**config.mk**
```make
export PLATFORM = sky130hd
export DESIGN_NAME = omc_mode_ctrl
export DESIGN_NICKNAME = d
export VERILOG_FILES = /design/src/include/omc_pkg.sv /design/src/omc_mode_ctrl.sv /design/src/omc_sync.sv
export SDC_FILE = /design/constraint.sdc
export NUM_CORES = 1
export LEC_CHECK = 0
export BUFFER_PORTS_ARGS = -buffer_cell sky130_fd_sc_hd__buf_2
export CORE_MARGIN = 2
export CORE_UTILIZATION = 43
export CTS_CLUSTER_DIAMETER = 40
export DETAILED_ROUTE_END_ITERATION = 16
export PLACE_DENSITY = 0.69
export SLEW_MARGIN = 25
export SYNTH_ARGS = -nofsm -noshare
export SYNTH_HDL_FRONTEND = slang
export SYNTH_SLANG_ARGS = --single-unit
export TNS_END_PERCENT = 1
```
**constraint.sdc**
```tcl
create_clock -name hclk -period 2.4 [get_ports hclk]
set_input_delay 0.36 -clock hclk [delete_from_list [all_inputs] [get_ports hclk]]
set_output_delay 0.36 -clock hclk [all_outputs]
set_load 0.01 [all_outputs]
```
**src/include/omc_pkg.sv**
```systemverilog
/*
 * Constants and types shared by the operating-mode control block:
 * register map, field positions, reset values, command and state codes.
 * Assumes a single 100 MHz system clock and a 32-bit AHB-Lite register bus.
 */
package omc_pkg;

    // register byte addresses
    localparam logic [7:0] OFS_STATUS = 8'h00;
    localparam logic [7:0] OFS_PINFN = 8'h04;
    localparam logic [7:0] OFS_PULL_LO = 8'h08;
    localparam logic [7:0] OFS_PULL_HI = 8'h0C;
    localparam logic [7:0] OFS_SLEW_LO = 8'h10;
    localparam logic [7:0] OFS_SLEW_HI = 8'h14;

    // pin function register fields
    localparam int PINFN_DBG_OWN = 0;
    localparam int PINFN_XOUT = 1;
    localparam int PINFN_XIN = 2;
    localparam logic [2:0] PINFN_RESET = 3'h1;

    // status register fields
    localparam int STAT_MODE_LSB = 0;
    localparam int STAT_STRAP_LOW = 2;
    localparam int STAT_CPU_CLK = 3;

    // pads: eight ports of eight pins, port g holds the special pins
    localparam int PORT_CNT = 8;
    localparam int PAD_W = PORT_CNT * 8;
    localparam int PAD_DBG = 48;
    localparam int PAD_XOUT = 49;
    localparam int PAD_XIN = 50;
    localparam logic [PAD_W-1:0] PULL_RESET = 64'h0;
    localparam logic [PAD_W-1:0] SLEW_RESET = 64'h0;

    // reset vector location, high byte first
    localparam logic [15:0] RESET_VECTOR_ADDR = 16'hFFFE;

    // mode pin settles through the synchroniser before it is judged
    localparam int SYNC_STAGES = 2;
    localparam logic [1:0] INIT_CYCLES = 2'h2;

    typedef enum logic [1:0] {
        ST_INIT = 2'h0,
        ST_RUN = 2'h1,
        ST_WAIT = 2'h3,
        ST_ENTER_DEBUG_INSTRUCTION = 2'h2
    } omc_state_t;

    typedef enum logic [2:0] {
        CMD_MEM = 3'h0,
        CMD_MEM_STAT = 3'h1,
        CMD_BDC_REG = 3'h2,
        CMD_HALT = 3'h3,
        CMD_CPU_REG = 3'h4,
        CMD_TRACE = 3'h5,
        CMD_GO = 3'h6
    } omc_cmd_t;

endpackage : omc_pkg

```
**src/omc_mode_ctrl.sv**
```systemverilog
/*
 * Operating-mode control: run, active background and pause (wait) modes,
 * debug command gating per mode, pad pull-up and slew overrides, and an
 * AHB-Lite register slave.
 * Assumes decoded debug commands and cpu events arrive on hclk, and the
 * mode pin arrives asynchronously.
 */
// Added by the designer: the register offsets and register access over AHB-Lite.
module omc_mode_ctrl import omc_pkg::*; (
    input wire logic hclk,
    input wire logic hresetn,
    // ahb-lite slave
    input wire logic hsel,
    input wire logic [31:0] haddr,
    input wire logic [1:0] htrans,
    input wire logic hwrite,
    input wire logic [2:0] hsize,
    input wire logic [31:0] hwdata,
    input wire logic hready,
    output logic hreadyout,
    output logic hresp,
    output logic [31:0] hrdata,
    // mode select pin, asynchronous
    input wire logic mode_select_debug_pin,
    // decoded debug commands from the single-wire debug logic
    input wire logic dbg_cmd_valid,
    input wire logic [2:0] dbg_cmd_code,
    output logic dbg_cmd_done,
    output logic dbg_cmd_rejected,
    output logic dbg_status_paused,
    // cpu events
    input wire logic enter_debug_instruction,
    input wire logic low_power_pause_instruction,
    input wire logic bdc_breakpoint,
    input wire logic dbg_breakpoint,
    input wire logic irq_request,
    // cpu control
    output logic cpu_clk_en,
    output logic vector_fetch,
    output logic [15:0] vector_addr,
    output logic ccr_imask_clear,
    output logic stacking_start,
    output logic trace_step,
    output logic [1:0] op_mode,
    // pad controls
    output logic [PAD_W-1:0] pad_pullup_en,
    output logic [PAD_W-1:0] pad_slew_en
);

    ////////////////////////////////////////////////////////////////////////

    typedef struct packed {
        omc_state_t st;
        logic [1:0] init_cnt;
        logic strap_low;
        logic [2:0] pinfn;
        logic [PAD_W-1:0] pull;
        logic [PAD_W-1:0] slew;
        logic [PAD_W-1:0] pad_pu;
        logic [PAD_W-1:0] pad_sr;
        logic wr_pend;
        logic [7:0] wr_addr;
        logic [31:0] rdata;
        logic vec_fetch;
        logic ccr_clr;
        logic stack_go;
        logic step;
        logic acc;
        logic rej;
        logic err;
    } omc_regs_t;

    localparam omc_regs_t REGS_RESET = '{
        st: ST_INIT,
        init_cnt: 2'h0,
        strap_low: 1'b0,
        pinfn: PINFN_RESET,
        pull: PULL_RESET,
        slew: SLEW_RESET,
        pad_pu: PULL_RESET,
        pad_sr: SLEW_RESET,
        wr_pend: 1'b0,
        wr_addr: 8'h00,
        rdata: 32'h0,
        vec_fetch: 1'b0,
        ccr_clr: 1'b0,
        stack_go: 1'b0,
        step: 1'b0,
        acc: 1'b0,
        rej: 1'b0,
        err: 1'b0
    };

    omc_regs_t s;
    omc_regs_t next_s;
    logic ms_level;
    logic bus_take;
    logic cmd_nonintr;
    omc_cmd_t cmd;
    logic cmd_halt;

    ////////////////////////////////////////////////////////////////////////

    omc_sync #(
        .RESET_VAL(1'b1)
    ) u_ms_sync (
        .hclk(hclk),
        .hresetn(hresetn),
        .pin(mode_select_debug_pin),
        .level(ms_level)
    );

    ////////////////////////////////////////////////////////////////////////

    // one decode of the run state feeds both the status word and clock gate
    function automatic logic cpu_runs(input omc_state_t st);
        return st == ST_RUN;
    endfunction : cpu_runs

    // read mux; unmapped offsets read zero
    function automatic logic [31:0] rd_word(input logic [7:0] a,
                                            input omc_regs_t r);
        logic [31:0] v;
        v = 32'h0;
        case (a)
            OFS_STATUS: begin
                v[STAT_MODE_LSB +: 2] = r.st;
                v[STAT_STRAP_LOW] = r.strap_low;
                v[STAT_CPU_CLK] = cpu_runs(r.st);
            end
            OFS_PINFN: v[2:0] = r.pinfn;
            OFS_PULL_LO: v = r.pull[31:0];
            OFS_PULL_HI: v = r.pull[63:32];
            OFS_SLEW_LO: v = r.slew[31:0];
            OFS_SLEW_HI: v = r.slew[63:32];
            default: v = 32'h0;
        endcase
        return v;
    endfunction : rd_word

    // only the lowest 256 bytes of the slave window hold registers
    function automatic logic is_mapped(input logic [31:0] a);
        return a[31:8] == 24'h0;
    endfunction : is_mapped

    // pin functions take these pads away from the port registers
    function automatic logic [PAD_W-1:0] pad_force(
            input logic [PAD_W-1:0] v,
            input logic [2:0] fn,
            input logic dbg_val);
        logic [PAD_W-1:0] p;
        p = v;
        if (fn[PINFN_DBG_OWN]) begin
            p[PAD_DBG] = dbg_val;
        end
        if (fn[PINFN_XOUT]) begin
            p[PAD_XOUT] = 1'b0;
        end
        if (fn[PINFN_XIN]) begin
            p[PAD_XIN] = 1'b0;
        end
        return p;
    endfunction : pad_force

    ////////////////////////////////////////////////////////////////////////

    assign cmd = omc_cmd_t'(dbg_cmd_code);
    assign cmd_halt = dbg_cmd_valid && (cmd == CMD_HALT);
    assign cmd_nonintr = (cmd == CMD_MEM) || (cmd == CMD_MEM_STAT) ||
                         (cmd == CMD_BDC_REG) || (cmd == CMD_HALT);
    assign bus_take = hsel && hready && htrans[1];

    ////////////////////////////////////////////////////////////////////////

    always_comb begin
        next_s = s;
        next_s.vec_fetch = 1'b0;
        next_s.ccr_clr = 1'b0;
        next_s.stack_go = 1'b0;
        next_s.step = 1'b0;
        next_s.acc = 1'b0;
        next_s.rej = 1'b0;
        next_s.err = 1'b0;

        unique case (s.st)
            ST_INIT: begin
                // judge the pin once it has crossed the synchroniser
                if (s.init_cnt == INIT_CYCLES) begin
                    next_s.strap_low = ~ms_level;
                    if (ms_level) begin
                        next_s.st = ST_RUN;
                        next_s.vec_fetch = 1'b1;
                    end else begin
                        next_s.st = ST_ENTER_DEBUG_INSTRUCTION;
                    end
                end else begin
                    next_s.init_cnt = s.init_cnt + 2'h1;
                end
                // commands before the mode is known have nowhere to go
                if (dbg_cmd_valid) begin
                    next_s.rej = 1'b1;
                end
            end
            ST_RUN: begin
                if (dbg_cmd_valid) begin
                    next_s.acc = cmd_nonintr;
                    next_s.rej = ~cmd_nonintr;
                end
                // halt, then enter-debug, then breakpoints, then pause
                if (cmd_halt) begin
                    next_s.st = ST_ENTER_DEBUG_INSTRUCTION;
                end else if (enter_debug_instruction) begin
                    next_s.st = ST_ENTER_DEBUG_INSTRUCTION;
                end else if (bdc_breakpoint || dbg_breakpoint) begin
                    next_s.st = ST_ENTER_DEBUG_INSTRUCTION;
                end else if (low_power_pause_instruction) begin
                    next_s.st = ST_WAIT;
                    next_s.ccr_clr = 1'b1;
                end
            end
            ST_ENTER_DEBUG_INSTRUCTION: begin
                // cpu holds here until a resume command
                if (dbg_cmd_valid) begin
                    next_s.acc = 1'b1;
                    unique case (cmd)
                        CMD_GO: begin
                            next_s.st = ST_RUN;
                        end
                        CMD_TRACE: begin
                            next_s.step = 1'b1;
                        end
                        default: begin
                            next_s.step = 1'b0;
                        end
                    endcase
                end
            end
            ST_WAIT: begin
                if (dbg_cmd_valid) begin
                    unique case (cmd)
                        CMD_HALT: begin
                            next_s.acc = 1'b1;
                        end
                        CMD_MEM_STAT: begin
                            next_s.acc = 1'b1;
                            next_s.err = 1'b1;
                        end
                        default: begin
                            next_s.rej = 1'b1;
                        end
                    endcase
                end
                // halt beats a simultaneous interrupt
                if (cmd_halt) begin
                    next_s.st = ST_ENTER_DEBUG_INSTRUCTION;
                end else if (irq_request) begin
                    next_s.st = ST_RUN;
                    next_s.stack_go = 1'b1;
                end
            end
        endcase

        // write data phase of the previous access
        if (s.wr_pend) begin
            case (s.wr_addr)
                OFS_PINFN: next_s.pinfn = hwdata[2:0];
                OFS_PULL_LO: next_s.pull[31:0] = hwdata;
                OFS_PULL_HI: next_s.pull[63:32] = hwdata;
                OFS_SLEW_LO: next_s.slew[31:0] = hwdata;
                OFS_SLEW_HI: next_s.slew[63:32] = hwdata;
                default: next_s.wr_addr = s.wr_addr;
            endcase
        end
        next_s.wr_pend = 1'b0;

        // address phase; reads see any write landing this cycle
        if (bus_take) begin
            if (hwrite) begin
                next_s.wr_pend = is_mapped(haddr) && (hsize == 3'h2);
                next_s.wr_addr = haddr[7:0];
            end else if (is_mapped(haddr)) begin
                next_s.rdata = rd_word(haddr[7:0], next_s);
            end else begin
                next_s.rdata = 32'h0;
            end
        end

        // pad controls with function overrides
        next_s.pad_pu = pad_force(next_s.pull, next_s.pinfn, 1'b1);
        next_s.pad_sr = pad_force(next_s.slew, next_s.pinfn, 1'b0);
    end

    ////////////////////////////////////////////////////////////////////////

    always_ff @(posedge hclk or negedge hresetn) begin
        if (!hresetn) begin
            s <= REGS_RESET;
        end else begin
            s <= next_s;
        end
    end

    ////////////////////////////////////////////////////////////////////////

    // zero wait states: every access completes in its first data cycle
    assign hreadyout = 1'b1;
    assign hresp = 1'b0;
    assign hrdata = s.rdata;

    assign dbg_cmd_done = s.acc;
    assign dbg_cmd_rejected = s.rej;
    assign dbg_status_paused = s.err;

    // cpu clock gated in background and pause, system clock untouched
    assign cpu_clk_en = cpu_runs(s.st);
    assign vector_fetch = s.vec_fetch;
    assign vector_addr = RESET_VECTOR_ADDR;
    assign ccr_imask_clear = s.ccr_clr;
    assign stacking_start = s.stack_go;
    assign trace_step = s.step;
    assign op_mode = s.st;

    assign pad_pullup_en = s.pad_pu;
    assign pad_slew_en = s.pad_sr;

endmodule : omc_mode_ctrl

```
**src/omc_sync.sv**
```systemverilog
/*
 * Two-flop level synchroniser for one asynchronous pin.
 * Assumes the pin may change at any time relative to hclk.
 */
module omc_sync #(
    parameter logic RESET_VAL = 1'b1
) (
    input wire logic hclk,
    input wire logic hresetn,
    input wire logic pin,
    output logic level
);

    typedef struct packed {
        logic meta;
        logic level;
    } omc_sync_regs_t;

    omc_sync_regs_t s;
    omc_sync_regs_t next_s;

    // meta feeds only the second flop
    always_comb begin
        next_s.meta = pin;
        next_s.level = s.meta;
    end

    always_ff @(posedge hclk or negedge hresetn) begin
        if (!hresetn) begin
            s <= '{meta: RESET_VAL, level: RESET_VAL};
        end else begin
            s <= next_s;
        end
    end

    assign level = s.level;

endmodule : omc_sync

```
Word level (Yosys, flattened, before mapping)
Cells that the tools add are included.
{"block": "op_classes", "div_mod_pow": 0, "n_shift": 0, "add_sub_neg": 1, "n_eq_ne": 21, "order_cmp": 0, "multipliers": 0, "n_reduce_logical": 16, "bitwise": 4, "mux": 55}
{"operator": "$mux W32", "n": 6}
{"operator": "$mux W131", "n": 1}
{"operator": "$pmux W28 S4", "n": 1}
{"operator": "$mux W41", "n": 1}
{"operator": "$eq A8 B4 Y1 const B", "n": 4}
{"operator": "$eq A8 B5 Y1 const B", "n": 4}
{"operator": "$mux W1", "n": 26}
{"operator": "$logic_not A24 Y1", "n": 1}
{"operator": "$mux W2", "n": 12}
{"operator": "$pmux W3 S6", "n": 1}
{"operator": "$eq A8 B3 Y1 const B", "n": 2}
{"operator": "$eq A3 B2 Y1 const B", "n": 3}
{"operator": "$mux W9", "n": 1}
{"operator": "$logic_not A8 Y1", "n": 1}
{"operator": "$pmux W2 S4", "n": 1}
{"operator": "$eq A2 B2 Y1 const B", "n": 3}
{"operator": "$eq A3 B3 Y1 const B", "n": 2}
{"operator": "$mux W3", "n": 2}
{"operator": "$pmux W1 S3", "n": 2}
{"operator": "$reduce_and A2 Y1", "n": 3}
{"operator": "$pmux W1 S5", "n": 1}
{"operator": "$eq A2 B1 Y1 const B", "n": 2}
{"operator": "$logic_and A1 B1 Y1", "n": 4}
{"operator": "$logic_or A1 B1 Y1", "n": 4}
{"operator": "6 further kinds", "n": 9}
{"block": "totals", "romBits": 0, "inputBits": 84, "latchBits": 0, "n_memories": 0, "mem_bits_rw": 0, "out_inout_bits": 188, "register_bits": 314, "word_cells": 117}

Logic depth before layout (Yosys ltp)
{"block": "depth", "word_depth": 10, "mapped_depth": 8, "ltp_nobuf": 7}

By module
Synthesis repeated with hierarchy kept, for this count alone.
{"block": "unflattened", "hier_cells": 798, "area_unflattened_um2": 9914.5}
{"mod": "omc_mode_ctrl", "cells_per_inst": 796, "instances": 1, "seq_area_each_um2": 4755.8, "area_each_um2": 9862.0}
{"mod": "omc_sync", "cells_per_inst": 2, "instances": 1, "seq_area_each_um2": 52.6, "area_each_um2": 52.6}

Worst setup path after synthesis
No wires, ideal clock.
{"block": "synth_timing", "path_type": "flip-flop to flip-flop", "start": "register s[43] (netlist bit)", "end": "register s, in the netlist hrdata[2]", "period_less_slack_ns": 2.197, "path_slack_ns": 0.203, "required_ns": 2.252, "n_path_buf": 1, "setup_ns": 0.148, "path_stages_with_launch": 7, "arrival_time_ns": 2.049, "path_cell_list": "dfrtp_1 -> buf_2 -> or3_1 -> nor3_2 -> mux2_2 -> a222oi_1 -> a41oi_1"}
{"element": "start, declared", "line": "omc_mode_ctrl.sv:94", "rtl": "omc_regs_t s;"}
{"element": "start signal, assigned", "line": "omc_mode_ctrl.sv:299", "rtl": "s <= next_s;"}

Worst setup path in the final report
{"block": "layout_timing", "start": "register s[40] (netlist bit)", "end": "register s, in the netlist hrdata[20]"}
{"block": "layout_between", "elab_chain_cells": 5, "elab_cells_between_ends": 11, "classes_between": "4 x eq/ne; 7 x mux"}
{"element": "$eq A8 B5 Y1 / $eq A8 B4 Y1 (equally long branches)", "line": "omc_mode_ctrl.sv:265", "rtl": "case (s.wr_addr)"}
{"element": "$mux W32", "line": "omc_mode_ctrl.sv:265"}
{"element": "$mux W131 (*)", "line": "omc_mode_ctrl.sv:264", "rtl": "if (s.wr_pend) begin"}
{"element": "$pmux W28 S4 (*)", "line": "omc_mode_ctrl.sv:125", "rtl": "case (a)"}
{"element": "$mux W32 (*)", "line": "omc_mode_ctrl.sv:281", "rtl": "end else if (is_mapped(haddr)) begin"}
Every way passes the cells marked *; elsewhere a longest branch is shown, timed or not.
A chain may end at the register's enable or synchronous reset.

==> impl_results.md <==
- Synth cell count leaders: dfrtp_1, buf_4, nand2_1
- Worst setup EP type: flip-flop
- Prevailing post-synth register cell: dfrtp_1
- Min-delay worst type: input pin to flip-flop
- Die Width: 162.6 um
- Via count of the first global-routing pass: 8671
- Fin crit period: 2425 ps
- Cells after Synth: 1085
- Post-synth EDFFs: 0
- Final Slew Violations: 0
- H-tree levels: 4
- VDD IR max: 0.4101 mV
- Register bit total from synthesis: 192
- Setup tns final: -35.24 ps
- Crit path max fanout: 11
- DR vias: 8978
- CP startpoint: s[40]
- GRT overflow: 0
- Leak pwr: 4.909 nW
- DR WL/cell: 21.49 um
- CTS sink cnt: 192
- Fin Hold WS: 143.1 ps
- Avg Synthesized Cell Area: 9.968 um2
- Synth async-reset ratio: 1.000
- First-pass GRT wire length: 50.23 mm
- Initial Utilization: 0.4332
- Final setup fails: 2
- Final setup skew: 10.19 ps
- TritonCTS Buffers: 17
- Vias/cell: 5.903
- Final Util: 0.4920
- CP startpoint kind: flip-flop
- Req. time, crit path: 2700 ps
- F_max: 0.4124 GHz
- Row cnt: 58
- Critical R2R Launch: s[40]
- Slew headroom: 0.4439
- Top-Level Pins: 272
- Max Cap Viol: 0
- Share of cells above drive strength 1: 0.4134
- Clock transition at path regs: 80 ps
- R2R cell count: 7
- Most numerous cell in the Yosys netlist: dfrtp_1
- Area of the mapped netlist: 10820 um2
- Initial antenna violation count: 2
- Final nets: 1262
- I/O Buffers: 252
- 1st-iter DRT viols: 760
- Fin worst setup slack: -25.07 ps
- Overall die area: 26440 um2
- Die height: 162.6 um
- Post-Route WL: 32.69 mm
- Synth cell types: 59
- TritonRoute pass-1 iters: 5
- Worst-Margin Slew: 832.9 ps
- Top cell type's share of synthesized area: 0.4373
- Largest net degree at the start of global routing: 72
- Critical path capture point: hrdata[20]
- Synth-to-layout area growth: 13.56%
- Final Hold Viols: 0
- R2R setup slack: -30 ps
- Clock tree buffer depth: 2
- Synth area leaders: dfrtp_1, buf_4, nand4_1
- GRT Overall Usage: 0.2467
- DRC errors left: 0
- Share of the yosys chip area belonging to registers: 0.4446
- CTS root buf: clkbuf_16
- Reg-to-Reg End: hrdata[20]
- DP HPWL: 21.12 mm
- Crit path DAT: 2720 ps
- Routed Antenna Nets: 0
- CP Class: flip-flop to flip-flop
- CTS tree: built
- Status: complete, but fails checks
- Pwr dens: 632.2 nW/um2
- CORE AREA: 24960 um2
- Final worst path period share: 1.010
- RSZ-0062 raised after global routing: true
- Syn. warnings: 0
- Failing checks: setup timing
- Area leader, netlist: dfrtp_1
- Gp weighted congestion: 0.8579
- Clk_lat worst skew: 440 ps
## area by class of cell
cell class	instances	area, um2
clock inverters	15	167.7
diodes	1	2.502
flip-flops and latches	192	4812
multi-input cells	642	4553
inverters	6	22.52
well taps	330	412.9
fillers	2344	12680
repair buffers	318	1886
clock buffers	17	425.4
## worst min-delay path by stage
stage / startpoint / to / slack (ps) / cells past startpoint
3_3_place_gp: hresetn / pad_slew_en[49] / 330 / 1
2_1_floorplan: hresetn / ccr_imask_clear / 60 / 0
3_5_place_dp: hresetn / pad_slew_en[49] / 330 / 1
6_report: dbg_cmd_code[2] / dbg_status_paused / 140 / 2
5_1_grt: dbg_cmd_code[2] / dbg_status_paused / 120 / 2
4_1_cts: dbg_cmd_code[2] / dbg_status_paused / 120 / 2
## logic make-up (layout without fill, tap and decap cells)
group,after synthesis,after routing,share of synthesized area
simple gates,309,309,0.1522
fa+ha+maj,1,1,0.001157
other cells,2,19,0.0006944
buf+inv,267,356,0.1596
mux,57,57,0.05865
flops,192,192,0.4446
xor+xnor,2,2,0.001620
compound gates,255,255,0.1814
## per-stage QoR
stage                     total power [mW]  std cells  setup slack [ps]  instance area [um2]
after CTS                            7.763       1520            -33.80                12100
after floorplan                      4.318       1101             203.5                10880
final                                7.765       1521            -25.07                12280
after global placement               4.817       1486             12.31                11480
after global routing                 8.076       1521            -92.11                12280
after detailed placement             4.838       1486            -52.19                11480
## registers in the layout, indices dropped and copies added, names as in the netlist
register           flops
hrdata                32
pad_slew_en           64
ccr_imask_clear        1
vector_fetch           1
trace_step             1
u_ms_sync.next_s       1
dbg_cmd_done           1
op_mode                2
stacking_start         1
u_ms_sync.level        1
dbg_status_paused      1
dbg_cmd_rejected       1
pad_pullup_en         64
s                     21
## timing repair
action                                 CTS  global route
setup buffers                            0             0
endpoints found under the hold margin   42             0
setup endpoints to repair                6            32
hold buffers                             2             0
pin swaps                                0             3
resized for setup                        1            40
## per-layer routing
metal	part of all wire	track usage
met1	0.43	0.3433
met4	0.021	0.08447
met3	0.091	0.05831
met2	0.46	0.3791
met5	0.00021	0
## placed cells by master, fill, tap and decap left out, types with 4 or more instances in the layout
cell type | Yosys | layout
mux2_2 | 40 | 40
nor3_1 | 6 | 5
a2111oi_2 | 18 | 23
mux2_1 | 11 | 11
inv_8 | 0 | 4
nor2_1 | 9 | 9
nand4b_1 | 6 | 6
nand4_1 | 89 | 89
buf_2 | 12 | 251
nand2_1 | 135 | 134
a221oi_1 | 4 | 4
buf_12 | 0 | 8
o31ai_1 | 57 | 30
and2_1 | 9 | 7
inv_6 | 0 | 4
buf_6 | 4 | 4
inv_1 | 6 | 5
buf_4 | 181 | 52
mux2i_1 | 6 | 6
nor2b_1 | 4 | 4
o31ai_2 | 24 | 51
conb_1 | 2 | 18
dfrtp_1 | 189 | 186
nor3b_1 | 4 | 4
nand3_1 | 15 | 15
o31ai_4 | 4 | 4
nor4_1 | 8 | 8
o21ai_1 | 28 | 28
a21oi_1 | 91 | 91
clkbuf_16 | 0 | 17
a2111oi_1 | 10 | 6
## worst max-delay path: stages (launching register included)
cell       delay [ps]
dfrtp_1           420
or4b_2            700
buf_4             240
buf_4             170
o31ai_2           210
a21oi_1           110
a2111oi_1         330
o21ai_1           110
## where the power goes
| group | internal, mW | switching (mW) |
|---|---|---|
| sequential | 3.37 | 0.130 |
| clock | 1.49 | 1.44 |
| combinational | 0.421 | 0.921 |
| total | 5.28 | 2.49 |
Note: power is estimated with default switching activity, not from simulation.
